<file path="src/core/acs_pkg.sv">
// shared constants for the converter start-up and control register block
package acs_pkg;
  // register indices; byte address is four times the index
  localparam logic [3:0] IDX_CTRL = 4'h1;
  localparam logic [3:0] IDX_GAIN = 4'h4;
  localparam logic [3:0] IDX_OVR = 4'h5;
  localparam logic [3:0] IDX_STAT = 4'h6;
  localparam logic [3:0] IDX_RDBK = 4'h7;
  localparam logic [3:0] IDX_INT_STAT = 4'h8;
  localparam logic [3:0] IDX_INT_CLR = 4'h9;
  localparam logic [3:0] IDX_INT_EN = 4'hA;
  localparam int ADDR_W = 6;
  // control register fields
  localparam int CTRL_READ_THRESHOLD_SELECT = 14;
  localparam int CTRL_RD_GAIN = 13;
  localparam int CTRL_RD_STAT = 11;
  localparam int CTRL_SYNC = 9;
  localparam int CTRL_BYPASS = 7;
  localparam int CTRL_PWR_DOWN = 3;
  localparam int CTRL_LPWR = 2;
  localparam int CTRL_REF_OFF = 1;
  localparam int CTRL_AMP_OFF = 0;
  localparam logic [15:0] CTRL_RESET = 16'h0000;
  localparam logic [15:0] CTRL_WMASK = 16'h6A8F;
  localparam logic [15:0] CTRL_SEL_MASK = 16'h7800;
  localparam logic [15:0] GAIN_RESET = 16'hA000;
  localparam logic [15:0] OVR_RESET = 16'hCCCC;
  // status word fields
  localparam int STAT_ID = 15;
  localparam int STAT_SETTLED = 10;
  localparam int STAT_LPWR = 9;
  localparam int STAT_OVR = 8;
  localparam int STAT_REF_OFF = 4;
  localparam int STAT_AMP_OFF = 3;
  // interrupt bits
  localparam int INT_W = 3;
  localparam int INT_SETTLED = 0;
  localparam int INT_SYNC = 1;
  localparam int INT_OVR = 2;
  // start-up timing in master clock cycles; settling length in conversion samples
  localparam int STARTUP_CYCLES = 2;
  localparam int ALIGN_LOW_MIN = 4;
  localparam int SETTLE_SAMPLES = 64;
  // bus answers
  localparam logic [1:0] RESP_OKAY = 2'b00;
  localparam logic [1:0] RESP_SLVERR = 2'b10;
endpackage

</file>
<file path="src/core/acs_ctrl_top.sv">
// converter start-up sequencing and control register file on AXI4-Lite
// Operation
// - readable output with default gain and threshold
// - settled flag marks valid data after settling
// - gain and threshold writable and readable after start-up
// - write is address and 16-bit data, taken in either order
// - control register at address one, resets zero
// - control drives reference buffer, amplifier, power-down
// - bit 14 makes next read return threshold
// - bit 13 makes next read return gain
// - bits 14 to 11 and 9 self-clear
`timescale 1ns/1ps
module acs_ctrl_top #(
  parameter int SETTLE_N = acs_pkg::SETTLE_SAMPLES,
  parameter logic ID_BIT = 1'b0 // arbitrary identity value
) (
  // clock and reset
  input wire logic mclk,
  input wire logic rst_n,
  // axi4-lite write channels
  input wire logic [acs_pkg::ADDR_W-1:0] s_axi_awaddr,
  input wire logic s_axi_awvalid,
  output logic s_axi_awready,
  input wire logic [31:0] s_axi_wdata,
  input wire logic [3:0] s_axi_wstrb,
  input wire logic s_axi_wvalid,
  output logic s_axi_wready,
  output logic [1:0] s_axi_bresp,
  output logic s_axi_bvalid,
  input wire logic s_axi_bready,
  // axi4-lite read channels
  input wire logic [acs_pkg::ADDR_W-1:0] s_axi_araddr,
  input wire logic s_axi_arvalid,
  output logic s_axi_arready,
  output logic [31:0] s_axi_rdata,
  output logic [1:0] s_axi_rresp,
  output logic s_axi_rvalid,
  input wire logic s_axi_rready,
  // pins
  input wire logic align_n_pin,
  input wire logic [1:0] dec_rate_pin,
  // conversion datapath, same clock
  input wire logic [23:0] conv_data,
  input wire logic conv_valid,
  input wire logic ovr_in,
  // analog and filter controls
  output logic ref_buf_off,
  output logic amp_off,
  output logic power_down,
  output logic bypass_ref,
  output logic low_power,
  output logic [15:0] gain_value,
  output logic [15:0] ovr_threshold,
  output logic sync_start,
  output logic filter_settled_flag,
  // interrupt
  output logic irq
);
  localparam int SCW = $clog2(SETTLE_N + 1);
  localparam logic [SCW-1:0] SETTLE_LAST = SCW'(SETTLE_N - 1);
  localparam logic [1:0] START_LAST = 2'(acs_pkg::STARTUP_CYCLES - 1);

  // ------------------------------------------------------------
  // pins and start-up
  // ------------------------------------------------------------
  logic align_n_s;
  logic [1:0] dec_rate_s;
  logic align_done;
  logic [1:0] start_cnt_reg;
  logic startup_done_reg;

  // idle level high so an unused alignment input never fires
  acs_sync2 #(.WIDTH(1), .RESET_VAL(1'b1)) u_align_sync (
    .mclk(mclk),
    .rst_n(rst_n),
    .d(align_n_pin),
    .q(align_n_s)
  );

  acs_sync2 #(.WIDTH(2), .RESET_VAL(2'b00)) u_dec_sync (
    .mclk(mclk),
    .rst_n(rst_n),
    .d(dec_rate_pin),
    .q(dec_rate_s)
  );

  // pulses shorter than the least width are dropped
  acs_low_detect #(.MIN_LOW(acs_pkg::ALIGN_LOW_MIN)) u_align_det (
    .mclk(mclk),
    .rst_n(rst_n),
    .level_n(align_n_s),
    .done(align_done)
  );

  // bus stays closed until the post-reset wait has passed
  always_ff @(posedge mclk)
  begin
    if (!rst_n)
    begin
      start_cnt_reg <= 2'h0;
      startup_done_reg <= 1'b0;
    end
    else if (!startup_done_reg)
    begin
      start_cnt_reg <= start_cnt_reg + 2'h1;
      startup_done_reg <= (start_cnt_reg == START_LAST);
    end
  end

  // ------------------------------------------------------------
  // bus decode
  // ------------------------------------------------------------
  logic aw_have_reg, w_have_reg;
  logic [3:0] awidx_reg;
  logic [31:0] wdata_reg;
  logic [3:0] wstrb_reg;
  logic [15:0] ctrl_reg, gain_reg, ovr_reg;
  logic [23:0] conv_reg;
  localparam int INT_W_L = acs_pkg::INT_W;
  logic [INT_W_L-1:0] int_stat_reg, int_en_reg;
  logic settled_reg, ovr_flag_reg;
  logic [SCW-1:0] settle_cnt_reg;

  wire aw_take = s_axi_awvalid & s_axi_awready;
  wire w_take = s_axi_wvalid & s_axi_wready;
  wire have_a = aw_have_reg | aw_take;
  wire have_w = w_have_reg | w_take;
  wire do_write = have_a & have_w;
  wire [3:0] widx = aw_take ? s_axi_awaddr[5:2] : awidx_reg;
  wire [31:0] wd = w_take ? s_axi_wdata : wdata_reg;
  wire [3:0] ws = w_take ? s_axi_wstrb : wstrb_reg;
  wire wr_ctrl = do_write & (widx == acs_pkg::IDX_CTRL);
  wire wr_gain = do_write & (widx == acs_pkg::IDX_GAIN);
  wire wr_ovr = do_write & (widx == acs_pkg::IDX_OVR);
  wire wr_clr = do_write & (widx == acs_pkg::IDX_INT_CLR);
  wire wr_en = do_write & (widx == acs_pkg::IDX_INT_EN);
  wire wr_known = (widx == acs_pkg::IDX_CTRL) | (widx == acs_pkg::IDX_GAIN) |
                  (widx == acs_pkg::IDX_OVR) | (widx == acs_pkg::IDX_STAT) |
                  (widx == acs_pkg::IDX_RDBK) | (widx == acs_pkg::IDX_INT_STAT) |
                  (widx == acs_pkg::IDX_INT_CLR) | (widx == acs_pkg::IDX_INT_EN);
  // byte-lane merge for the 16-bit registers
  wire [15:0] wmask = {{8{ws[1]}}, {8{ws[0]}}};
  wire [15:0] ctrl_wval = ((ctrl_reg & ~wmask) | (wd[15:0] & wmask)) & acs_pkg::CTRL_WMASK;
  wire [15:0] gain_wval = (gain_reg & ~wmask) | (wd[15:0] & wmask);
  wire [15:0] ovr_wval = (ovr_reg & ~wmask) | (wd[15:0] & wmask);

  wire ar_take = s_axi_arvalid & s_axi_arready;
  wire [3:0] ridx = s_axi_araddr[5:2];
  wire rd_rdbk = ar_take & (ridx == acs_pkg::IDX_RDBK);

  // ------------------------------------------------------------
  // status and readback words
  // ------------------------------------------------------------
  wire [15:0] stat_word = {ID_BIT, 4'h0, settled_reg, ctrl_reg[acs_pkg::CTRL_LPWR], ovr_flag_reg,
                           3'h0, ctrl_reg[acs_pkg::CTRL_REF_OFF], ctrl_reg[acs_pkg::CTRL_AMP_OFF],
                           1'b0, dec_rate_s};
  // one select honoured at a time; threshold wins, then gain, then status
  wire sel_ovr = ctrl_reg[acs_pkg::CTRL_READ_THRESHOLD_SELECT];
  wire sel_gain = ctrl_reg[acs_pkg::CTRL_RD_GAIN] & ~sel_ovr;
  wire sel_stat = ctrl_reg[acs_pkg::CTRL_RD_STAT] & ~sel_ovr & ~sel_gain;
  wire [31:0] rdbk_word = sel_ovr ? {16'h0000, ovr_reg} :
                          sel_gain ? {16'h0000, gain_reg} :
                          sel_stat ? {16'h0000, stat_word} :
                          {7'h00, settled_reg, conv_reg};
  wire [31:0] rd_word = (ridx == acs_pkg::IDX_CTRL) ? {16'h0000, ctrl_reg} :
                        (ridx == acs_pkg::IDX_GAIN) ? {16'h0000, gain_reg} :
                        (ridx == acs_pkg::IDX_OVR) ? {16'h0000, ovr_reg} :
                        (ridx == acs_pkg::IDX_STAT) ? {16'h0000, stat_word} :
                        (ridx == acs_pkg::IDX_RDBK) ? rdbk_word :
                        (ridx == acs_pkg::IDX_INT_STAT) ? {29'h0, int_stat_reg} :
                        (ridx == acs_pkg::IDX_INT_EN) ? {29'h0, int_en_reg} : 32'h0000_0000;
  wire rd_known = (ridx == acs_pkg::IDX_CTRL) | (ridx == acs_pkg::IDX_GAIN) |
                  (ridx == acs_pkg::IDX_OVR) | (ridx == acs_pkg::IDX_STAT) |
                  (ridx == acs_pkg::IDX_RDBK) | (ridx == acs_pkg::IDX_INT_STAT) |
                  (ridx == acs_pkg::IDX_INT_CLR) | (ridx == acs_pkg::IDX_INT_EN);

  // ------------------------------------------------------------
  // handshake next values
  // ------------------------------------------------------------
  wire aw_have_next = have_a & ~do_write;
  wire w_have_next = have_w & ~do_write;
  wire bvalid_next = do_write | (s_axi_bvalid & ~s_axi_bready);
  wire rvalid_next = ar_take | (s_axi_rvalid & ~s_axi_rready);
  wire awready_next = startup_done_reg & ~aw_have_next & ~bvalid_next;
  wire wready_next = startup_done_reg & ~w_have_next & ~bvalid_next;
  wire arready_next = startup_done_reg & ~rvalid_next;

  // write and read channel flops
  always_ff @(posedge mclk)
  begin
    if (!rst_n)
    begin
      aw_have_reg <= 1'b0;
      w_have_reg <= 1'b0;
      awidx_reg <= 4'h0;
      wdata_reg <= 32'h0000_0000;
      wstrb_reg <= 4'h0;
      s_axi_awready <= 1'b0;
      s_axi_wready <= 1'b0;
      s_axi_bvalid <= 1'b0;
      s_axi_bresp <= acs_pkg::RESP_OKAY;
      s_axi_arready <= 1'b0;
      s_axi_rvalid <= 1'b0;
      s_axi_rresp <= acs_pkg::RESP_OKAY;
      s_axi_rdata <= 32'h0000_0000;
    end
    else
    begin
      aw_have_reg <= aw_have_next;
      w_have_reg <= w_have_next;
      if (aw_take)
        awidx_reg <= s_axi_awaddr[5:2];
      if (w_take)
      begin
        wdata_reg <= s_axi_wdata;
        wstrb_reg <= s_axi_wstrb;
      end
      s_axi_awready <= awready_next;
      s_axi_wready <= wready_next;
      s_axi_bvalid <= bvalid_next;
      s_axi_arready <= arready_next;
      s_axi_rvalid <= rvalid_next;
      if (do_write)
        s_axi_bresp <= wr_known ? acs_pkg::RESP_OKAY : acs_pkg::RESP_SLVERR;
      if (ar_take)
      begin
        s_axi_rdata <= rd_word;
        s_axi_rresp <= rd_known ? acs_pkg::RESP_OKAY : acs_pkg::RESP_SLVERR;
      end
    end
  end

  // ------------------------------------------------------------
  // control, gain and threshold registers
  // ------------------------------------------------------------
  // selects drop once the readback is read, sync drops after one cycle; a write wins
  wire [15:0] ctrl_kept = ctrl_reg & ~(rd_rdbk ? acs_pkg::CTRL_SEL_MASK : 16'h0000) &
                          ~(16'h0001 << acs_pkg::CTRL_SYNC);
  wire [15:0] ctrl_next = wr_ctrl ? ctrl_wval : ctrl_kept;

  always_ff @(posedge mclk)
  begin
    if (!rst_n)
    begin
      ctrl_reg <= acs_pkg::CTRL_RESET;
      gain_reg <= acs_pkg::GAIN_RESET;
      ovr_reg <= acs_pkg::OVR_RESET;
    end
    else
    begin
      ctrl_reg <= ctrl_next;
      if (wr_gain)
        gain_reg <= gain_wval;
      if (wr_ovr)
        ovr_reg <= ovr_wval;
    end
  end

  // control fields straight from the register bits
  assign ref_buf_off = ctrl_reg[acs_pkg::CTRL_REF_OFF];
  assign amp_off = ctrl_reg[acs_pkg::CTRL_AMP_OFF];
  assign power_down = ctrl_reg[acs_pkg::CTRL_PWR_DOWN];
  assign bypass_ref = ctrl_reg[acs_pkg::CTRL_BYPASS];
  assign low_power = ctrl_reg[acs_pkg::CTRL_LPWR];
  assign gain_value = gain_reg;
  assign ovr_threshold = ovr_reg;
  assign filter_settled_flag = settled_reg;

  // ------------------------------------------------------------
  // filter settling
  // ------------------------------------------------------------
  // soft sync bit and qualified pin pulse both restart the filter
  wire restart = ctrl_reg[acs_pkg::CTRL_SYNC] | align_done;
  wire settle_hit = conv_valid & ~settled_reg & (settle_cnt_reg == SETTLE_LAST);

  always_ff @(posedge mclk)
  begin
    if (!rst_n)
    begin
      settle_cnt_reg <= '0;
      settled_reg <= 1'b0;
      conv_reg <= 24'h000000;
      ovr_flag_reg <= 1'b0;
      sync_start <= 1'b0;
    end
    else
    begin
      sync_start <= restart;
      ovr_flag_reg <= ovr_in;
      if (conv_valid)
        conv_reg <= conv_data;
      // power-down invalidates the filter history as a restart does
      if (restart | power_down)
      begin
        settle_cnt_reg <= '0;
        settled_reg <= 1'b0;
      end
      else if (conv_valid & ~settled_reg)
      begin
        settle_cnt_reg <= settle_cnt_reg + SCW'(1);
        settled_reg <= settle_hit;
      end
    end
  end

  // ------------------------------------------------------------
  // interrupts
  // ------------------------------------------------------------
  wire [INT_W_L-1:0] int_ev = {ovr_in & ~ovr_flag_reg, restart, settle_hit};
  // a new event outranks a clear in the same cycle
  wire [INT_W_L-1:0] int_stat_next = (int_stat_reg & ~(wr_clr ? wd[INT_W_L-1:0] : 3'h0)) | int_ev;
  wire [INT_W_L-1:0] int_en_next = wr_en ? wd[INT_W_L-1:0] : int_en_reg;

  always_ff @(posedge mclk)
  begin
    if (!rst_n)
    begin
      int_stat_reg <= 3'h0;
      int_en_reg <= 3'h0;
      irq <= 1'b0;
    end
    else
    begin
      int_stat_reg <= int_stat_next;
      int_en_reg <= int_en_next;
      irq <= |(int_stat_next & int_en_next);
    end
  end
endmodule

</file>
<file path="src/core/acs_low_detect.sv">
// qualifies a low pulse of least length and flags its release
`timescale 1ns/1ps
module acs_low_detect #(
  parameter int MIN_LOW = 4
) (
  // clock and reset
  input wire logic mclk,
  input wire logic rst_n,
  // synchronised level, low active
  input wire logic level_n,
  // one-cycle pulse at release of a long enough low
  output logic done
);
  localparam int CW = $clog2(MIN_LOW + 1);
  localparam logic [CW-1:0] CMAX = CW'(MIN_LOW);
  logic [CW-1:0] cnt_reg;
  wire long_enough = (cnt_reg == CMAX);

  // saturating count of low cycles; short glitches never qualify
  always_ff @(posedge mclk)
  begin
    if (!rst_n)
    begin
      cnt_reg <= '0;
      done <= 1'b0;
    end
    else
    begin
      done <= level_n & long_enough;
      if (level_n)
        cnt_reg <= '0;
      else if (!long_enough)
        cnt_reg <= cnt_reg + CW'(1);
    end
  end
endmodule

</file>
<file path="src/core/acs_sync2.sv">
// two flip-flop synchroniser for pin levels
`timescale 1ns/1ps
module acs_sync2 #(
  parameter int WIDTH = 1,
  parameter logic [WIDTH-1:0] RESET_VAL = '0
) (
  // clock and reset
  input wire logic mclk,
  input wire logic rst_n,
  // level in and out
  input wire logic [WIDTH-1:0] d,
  output logic [WIDTH-1:0] q
);
  logic [WIDTH-1:0] meta_reg;

  // first stage is read only by the second
  always_ff @(posedge mclk)
  begin
    if (!rst_n)
    begin
      meta_reg <= RESET_VAL;
      q <= RESET_VAL;
    end
    else
    begin
      meta_reg <= d;
      q <= meta_reg;
    end
  end
endmodule

</file>
<file path="config.mk">
export PLATFORM = sky130hd
export DESIGN_NAME = acs_ctrl_top
export DESIGN_NICKNAME = d
export VERILOG_FILES = /design/src/core/acs_pkg.sv /design/src/core/acs_ctrl_top.sv /design/src/core/acs_low_detect.sv /design/src/core/acs_sync2.sv
export SDC_FILE = /design/constraint.sdc
export NUM_CORES = 1
export LEC_CHECK = 0
export ABC_AREA = 1
export BUFFER_PORTS_ARGS = -buffer_cell sky130_fd_sc_hd__buf_2
export CAP_MARGIN = 20
export CORE_MARGIN = 1.5
export CORE_UTILIZATION = 58
export DETAILED_ROUTE_END_ITERATION = 10
export PLACE_DENSITY = 0.86
export SETUP_SLACK_MARGIN = 0.02
export SLEW_MARGIN = 10
export SYNTH_ARGS = -nofsm -noshare
export SYNTH_HDL_FRONTEND = slang
export SYNTH_SLANG_ARGS = --single-unit
</file>
<file path="constraint.sdc">
create_clock -name mclk -period 2.7 [get_ports mclk]
set_input_delay 0.405 -clock mclk [delete_from_list [all_inputs] [get_ports mclk]]
set_output_delay 0.405 -clock mclk [all_outputs]
set_load 0.02 [all_outputs]
</file>
==> summary.txt <==
STA
  – Total Neg Setup Slack: 0 ns
  – Max Slew Vio Count: 0
  – Layout Skew: 0.00774 ns
  – Final min period: 2.06 ns
  – Hold Vio Cnt, Final: 0
  – Max Fclk: a little under 500 MHz
  – Final period util: about 76%
  – Worst slew pin tran: between 0.7 and 0.8 ns
  – RSZ-0062 raised after global routing: no
  – Final setup vio count: 0
  – Slew margin rel.: 53.3%

Cells and area
  – Layout cells sized above 1: around a fifth
  – Area growth syn-to-layout: 19.4%
  – Layout Utilization: around 71%
  – Fillers: 924
  – Nets@finish: around 1200
  – Reg area: between 3000 and 4000 sq um
  – Area taken by multi-input logic gates: between 3000 and 4000 sq um
  – # diodes: 0

Global route
  – Largest net degree at the start of global routing: 75
  – First-pass GRT wire length: just under 30000 microns
  – Vias in the first global route: 6218
  – Initial antenna violation count: 0
  – Total grt overflow: 0
  – Global Route Usage Sum: roughly 30%

Floorplan
  – Die H: 111 microns
  – Number of rows created at floorplan: 39
  – Die X: between 100 and 150 microns
  – Core ar.: roughly 11000 sq um
  – Initial core utilization: 59.5%
  – I/O pin total: between 150 and 200
  – Die Footprint: roughly 12000 sq um

Synthesis
  – Top-area cell type share of the netlist area: between 40% and 50%
  – Synthesized area: just under 7000 sq um
  – Most used DFF post-synth: dfxtp_1
  – Post-synth EDFFs: 0
  – Cells after Synth: 940
  – Count leader, synth: nand2_1
  – Synth warn: 0
  – Syn_area_per_cell: about 7 sq um
  – Area contributors post-synth: dfxtp_1 45%, nand2_1 11%, a21oi_1 8.1%, inv_1 6.4%, o21ai_0 5.8%
  – Synth top cells by count: 202 x nand2_1, 152 x dfxtp_1, 115 x inv_1
  – Yosys cell types: 44
  – Synth area leader: dfxtp_1
  – Async SR Flop Fraction: 0%
  – Sequential element share of the synthesized area: a little under half
  – #FFs+latches synth: 152

Detailed routing
  – Antenna viol nets, final: 0
  – DRC: 0
  – Post-Route WL: approximately 18000 microns
  – DRT Pass-1 Iters: 6
  – DR WL/cell: ~15 microns
  – Drt initial violations: 737
  – Post-DR vias/cell: about 5.4
  – Via count: ~6700

Placed design
  – Gp weighted congestion: 0.967
  – Hpwl dp: about 13000 microns
  – Port bufs: 133

Job
  – Max-cap violations: 0

Power and ir drop
  – VDD IR max: 631 uV
  – Lkg Pwr: 0.00394 uW
  – Pwr Density: a little under 700 nW/um^2

CTS
  – Hold bufs inserted after CTS: 0
  – Post-CTS setup buffer count: 0
  – TritonCTS clock tree: yes
  – Post-cts sizing count: 0
  – CTS clk-pin slew, worst paths: about 0.06 ns
  – CTS H-tree lvls: 4
  – CTS Sinks: around 150
  – TritonCTS buffer count: 17
  – Worst skew pair latency: between 0.4 and 0.5 ns
  – CTS Buffer Depth: 2
  – Root Driver: clkbuf_16

Worst setup path
  – Worst Path Arrival: about 2.4 ns
  – Worst R2R Setup Slack: approximately 0.64 ns
  – Crit. End Element: flip-flop
  – Critical Path Start Type: flip-flop
  – Setup CP Type: flip-flop to flip-flop
  – CP Max Fanout: 11
  – CP required: just over 3 ns

Status
  – Outcome: finished, final reports clean

Min path
  – Hold Path Class: primary input to flip-flop
## stage by stage
step / hold WS (ns) / setup WS (ns) / cells / total power [uW] / cell area, sq um
after floorplan: 0.390 / 1.07 / 948 / 3020 / 6790
after global placement: 0.393 / 0.663 / 1191 / 3210 / 7490
after detailed placement: 0.397 / 0.615 / 1191 / 3240 / 7490
after CTS: 0.146 / 0.698 / 1223 / 5550 / 8070
after global routing: 0.161 / 0.466 / 1223 / 5760 / 8070
final: 0.162 / 0.636 / 1223 / 5540 / 8070
## worst paths after layout
path | cells past startpoint | startpoint | endpoint
setup / recovery | 11 | flip-flop | s_axi_rdata[1]$_SDFFE_PN0P_
hold / removal | 3 | dec_rate_pin[0] | u_dec_sync.meta_reg[0]$_SDFF_PN0_
setup reg to reg | 11 | flip-flop | s_axi_rdata[1]$_SDFFE_PN0P_
hold reg to reg | 1 | u_align_sync.meta_reg$_SDFF_PN1_ | u_align_sync.q$_SDFF_PN1_
## final cells by class
| type | instances | area share (%) |
|---|---|---|
| multi-input cells | 630 | 37.7 |
| flip-flops and latches | 152 | 37.7 |
| repair buffers | 145 | 9.52 |
| clock buffers | 20 | 5.66 |
| inverters | 121 | 5.64 |
| well taps | 143 | 2.22 |
| clock inverters | 12 | 1.55 |
## power breakdown
group	leakage (uW)	switching, uW	internal, uW	total (uW)
clock	0.000282	926	1400	2330
sequential	0.00124	63.2	2370	2430
combinational	0.00242	533	252	785
total	0.00394	1520	4020	5540
## cell families after synthesis
kind of cell    share of synthesized area, %
compound gates                          18.0
flops                                   45.0
buf+inv                                 10.4
mux                                    0.592
fa+ha+maj                              0.740
other cells                           0.0555
xor+xnor                               0.130
simple gates                            25.0
## critical path, cell delays in order (launching register included)
cell and delay, ns:
dfxtp_1 0.56, clkinv_1 0.34, nor2_1 0.37, a21oi_1 0.08, nand2_1 0.09, nand2_1 0.05, nand2_1 0.05, nand2_1 0.04
nand2_1 0.07, nand4_1 0.15, nand2_1 0.12, inv_1 0.04
## per-layer routing
metal	GRT usage [%]	up-vias	wire length [microns]
met2	48.1	339	8440
li1	-	3265	-
met3	6.56	79	1620
met5	0	-	0
met1	37.4	2968	7300
met4	18.0	0	960
## layout by cell type (no fill, tap or decap), types with 11 or more instances in the layout
cell type  count
inv_1        114
nand2_1      202
o21ai_0       78
a21oi_1      110
o21ai_1       20
buf_2        133
dfxtp_1      152
clkbuf_16     17
nor2_1        97
buf_4         11
nand3_1       29
Note: power is estimated with default switching activity, not from simulation.
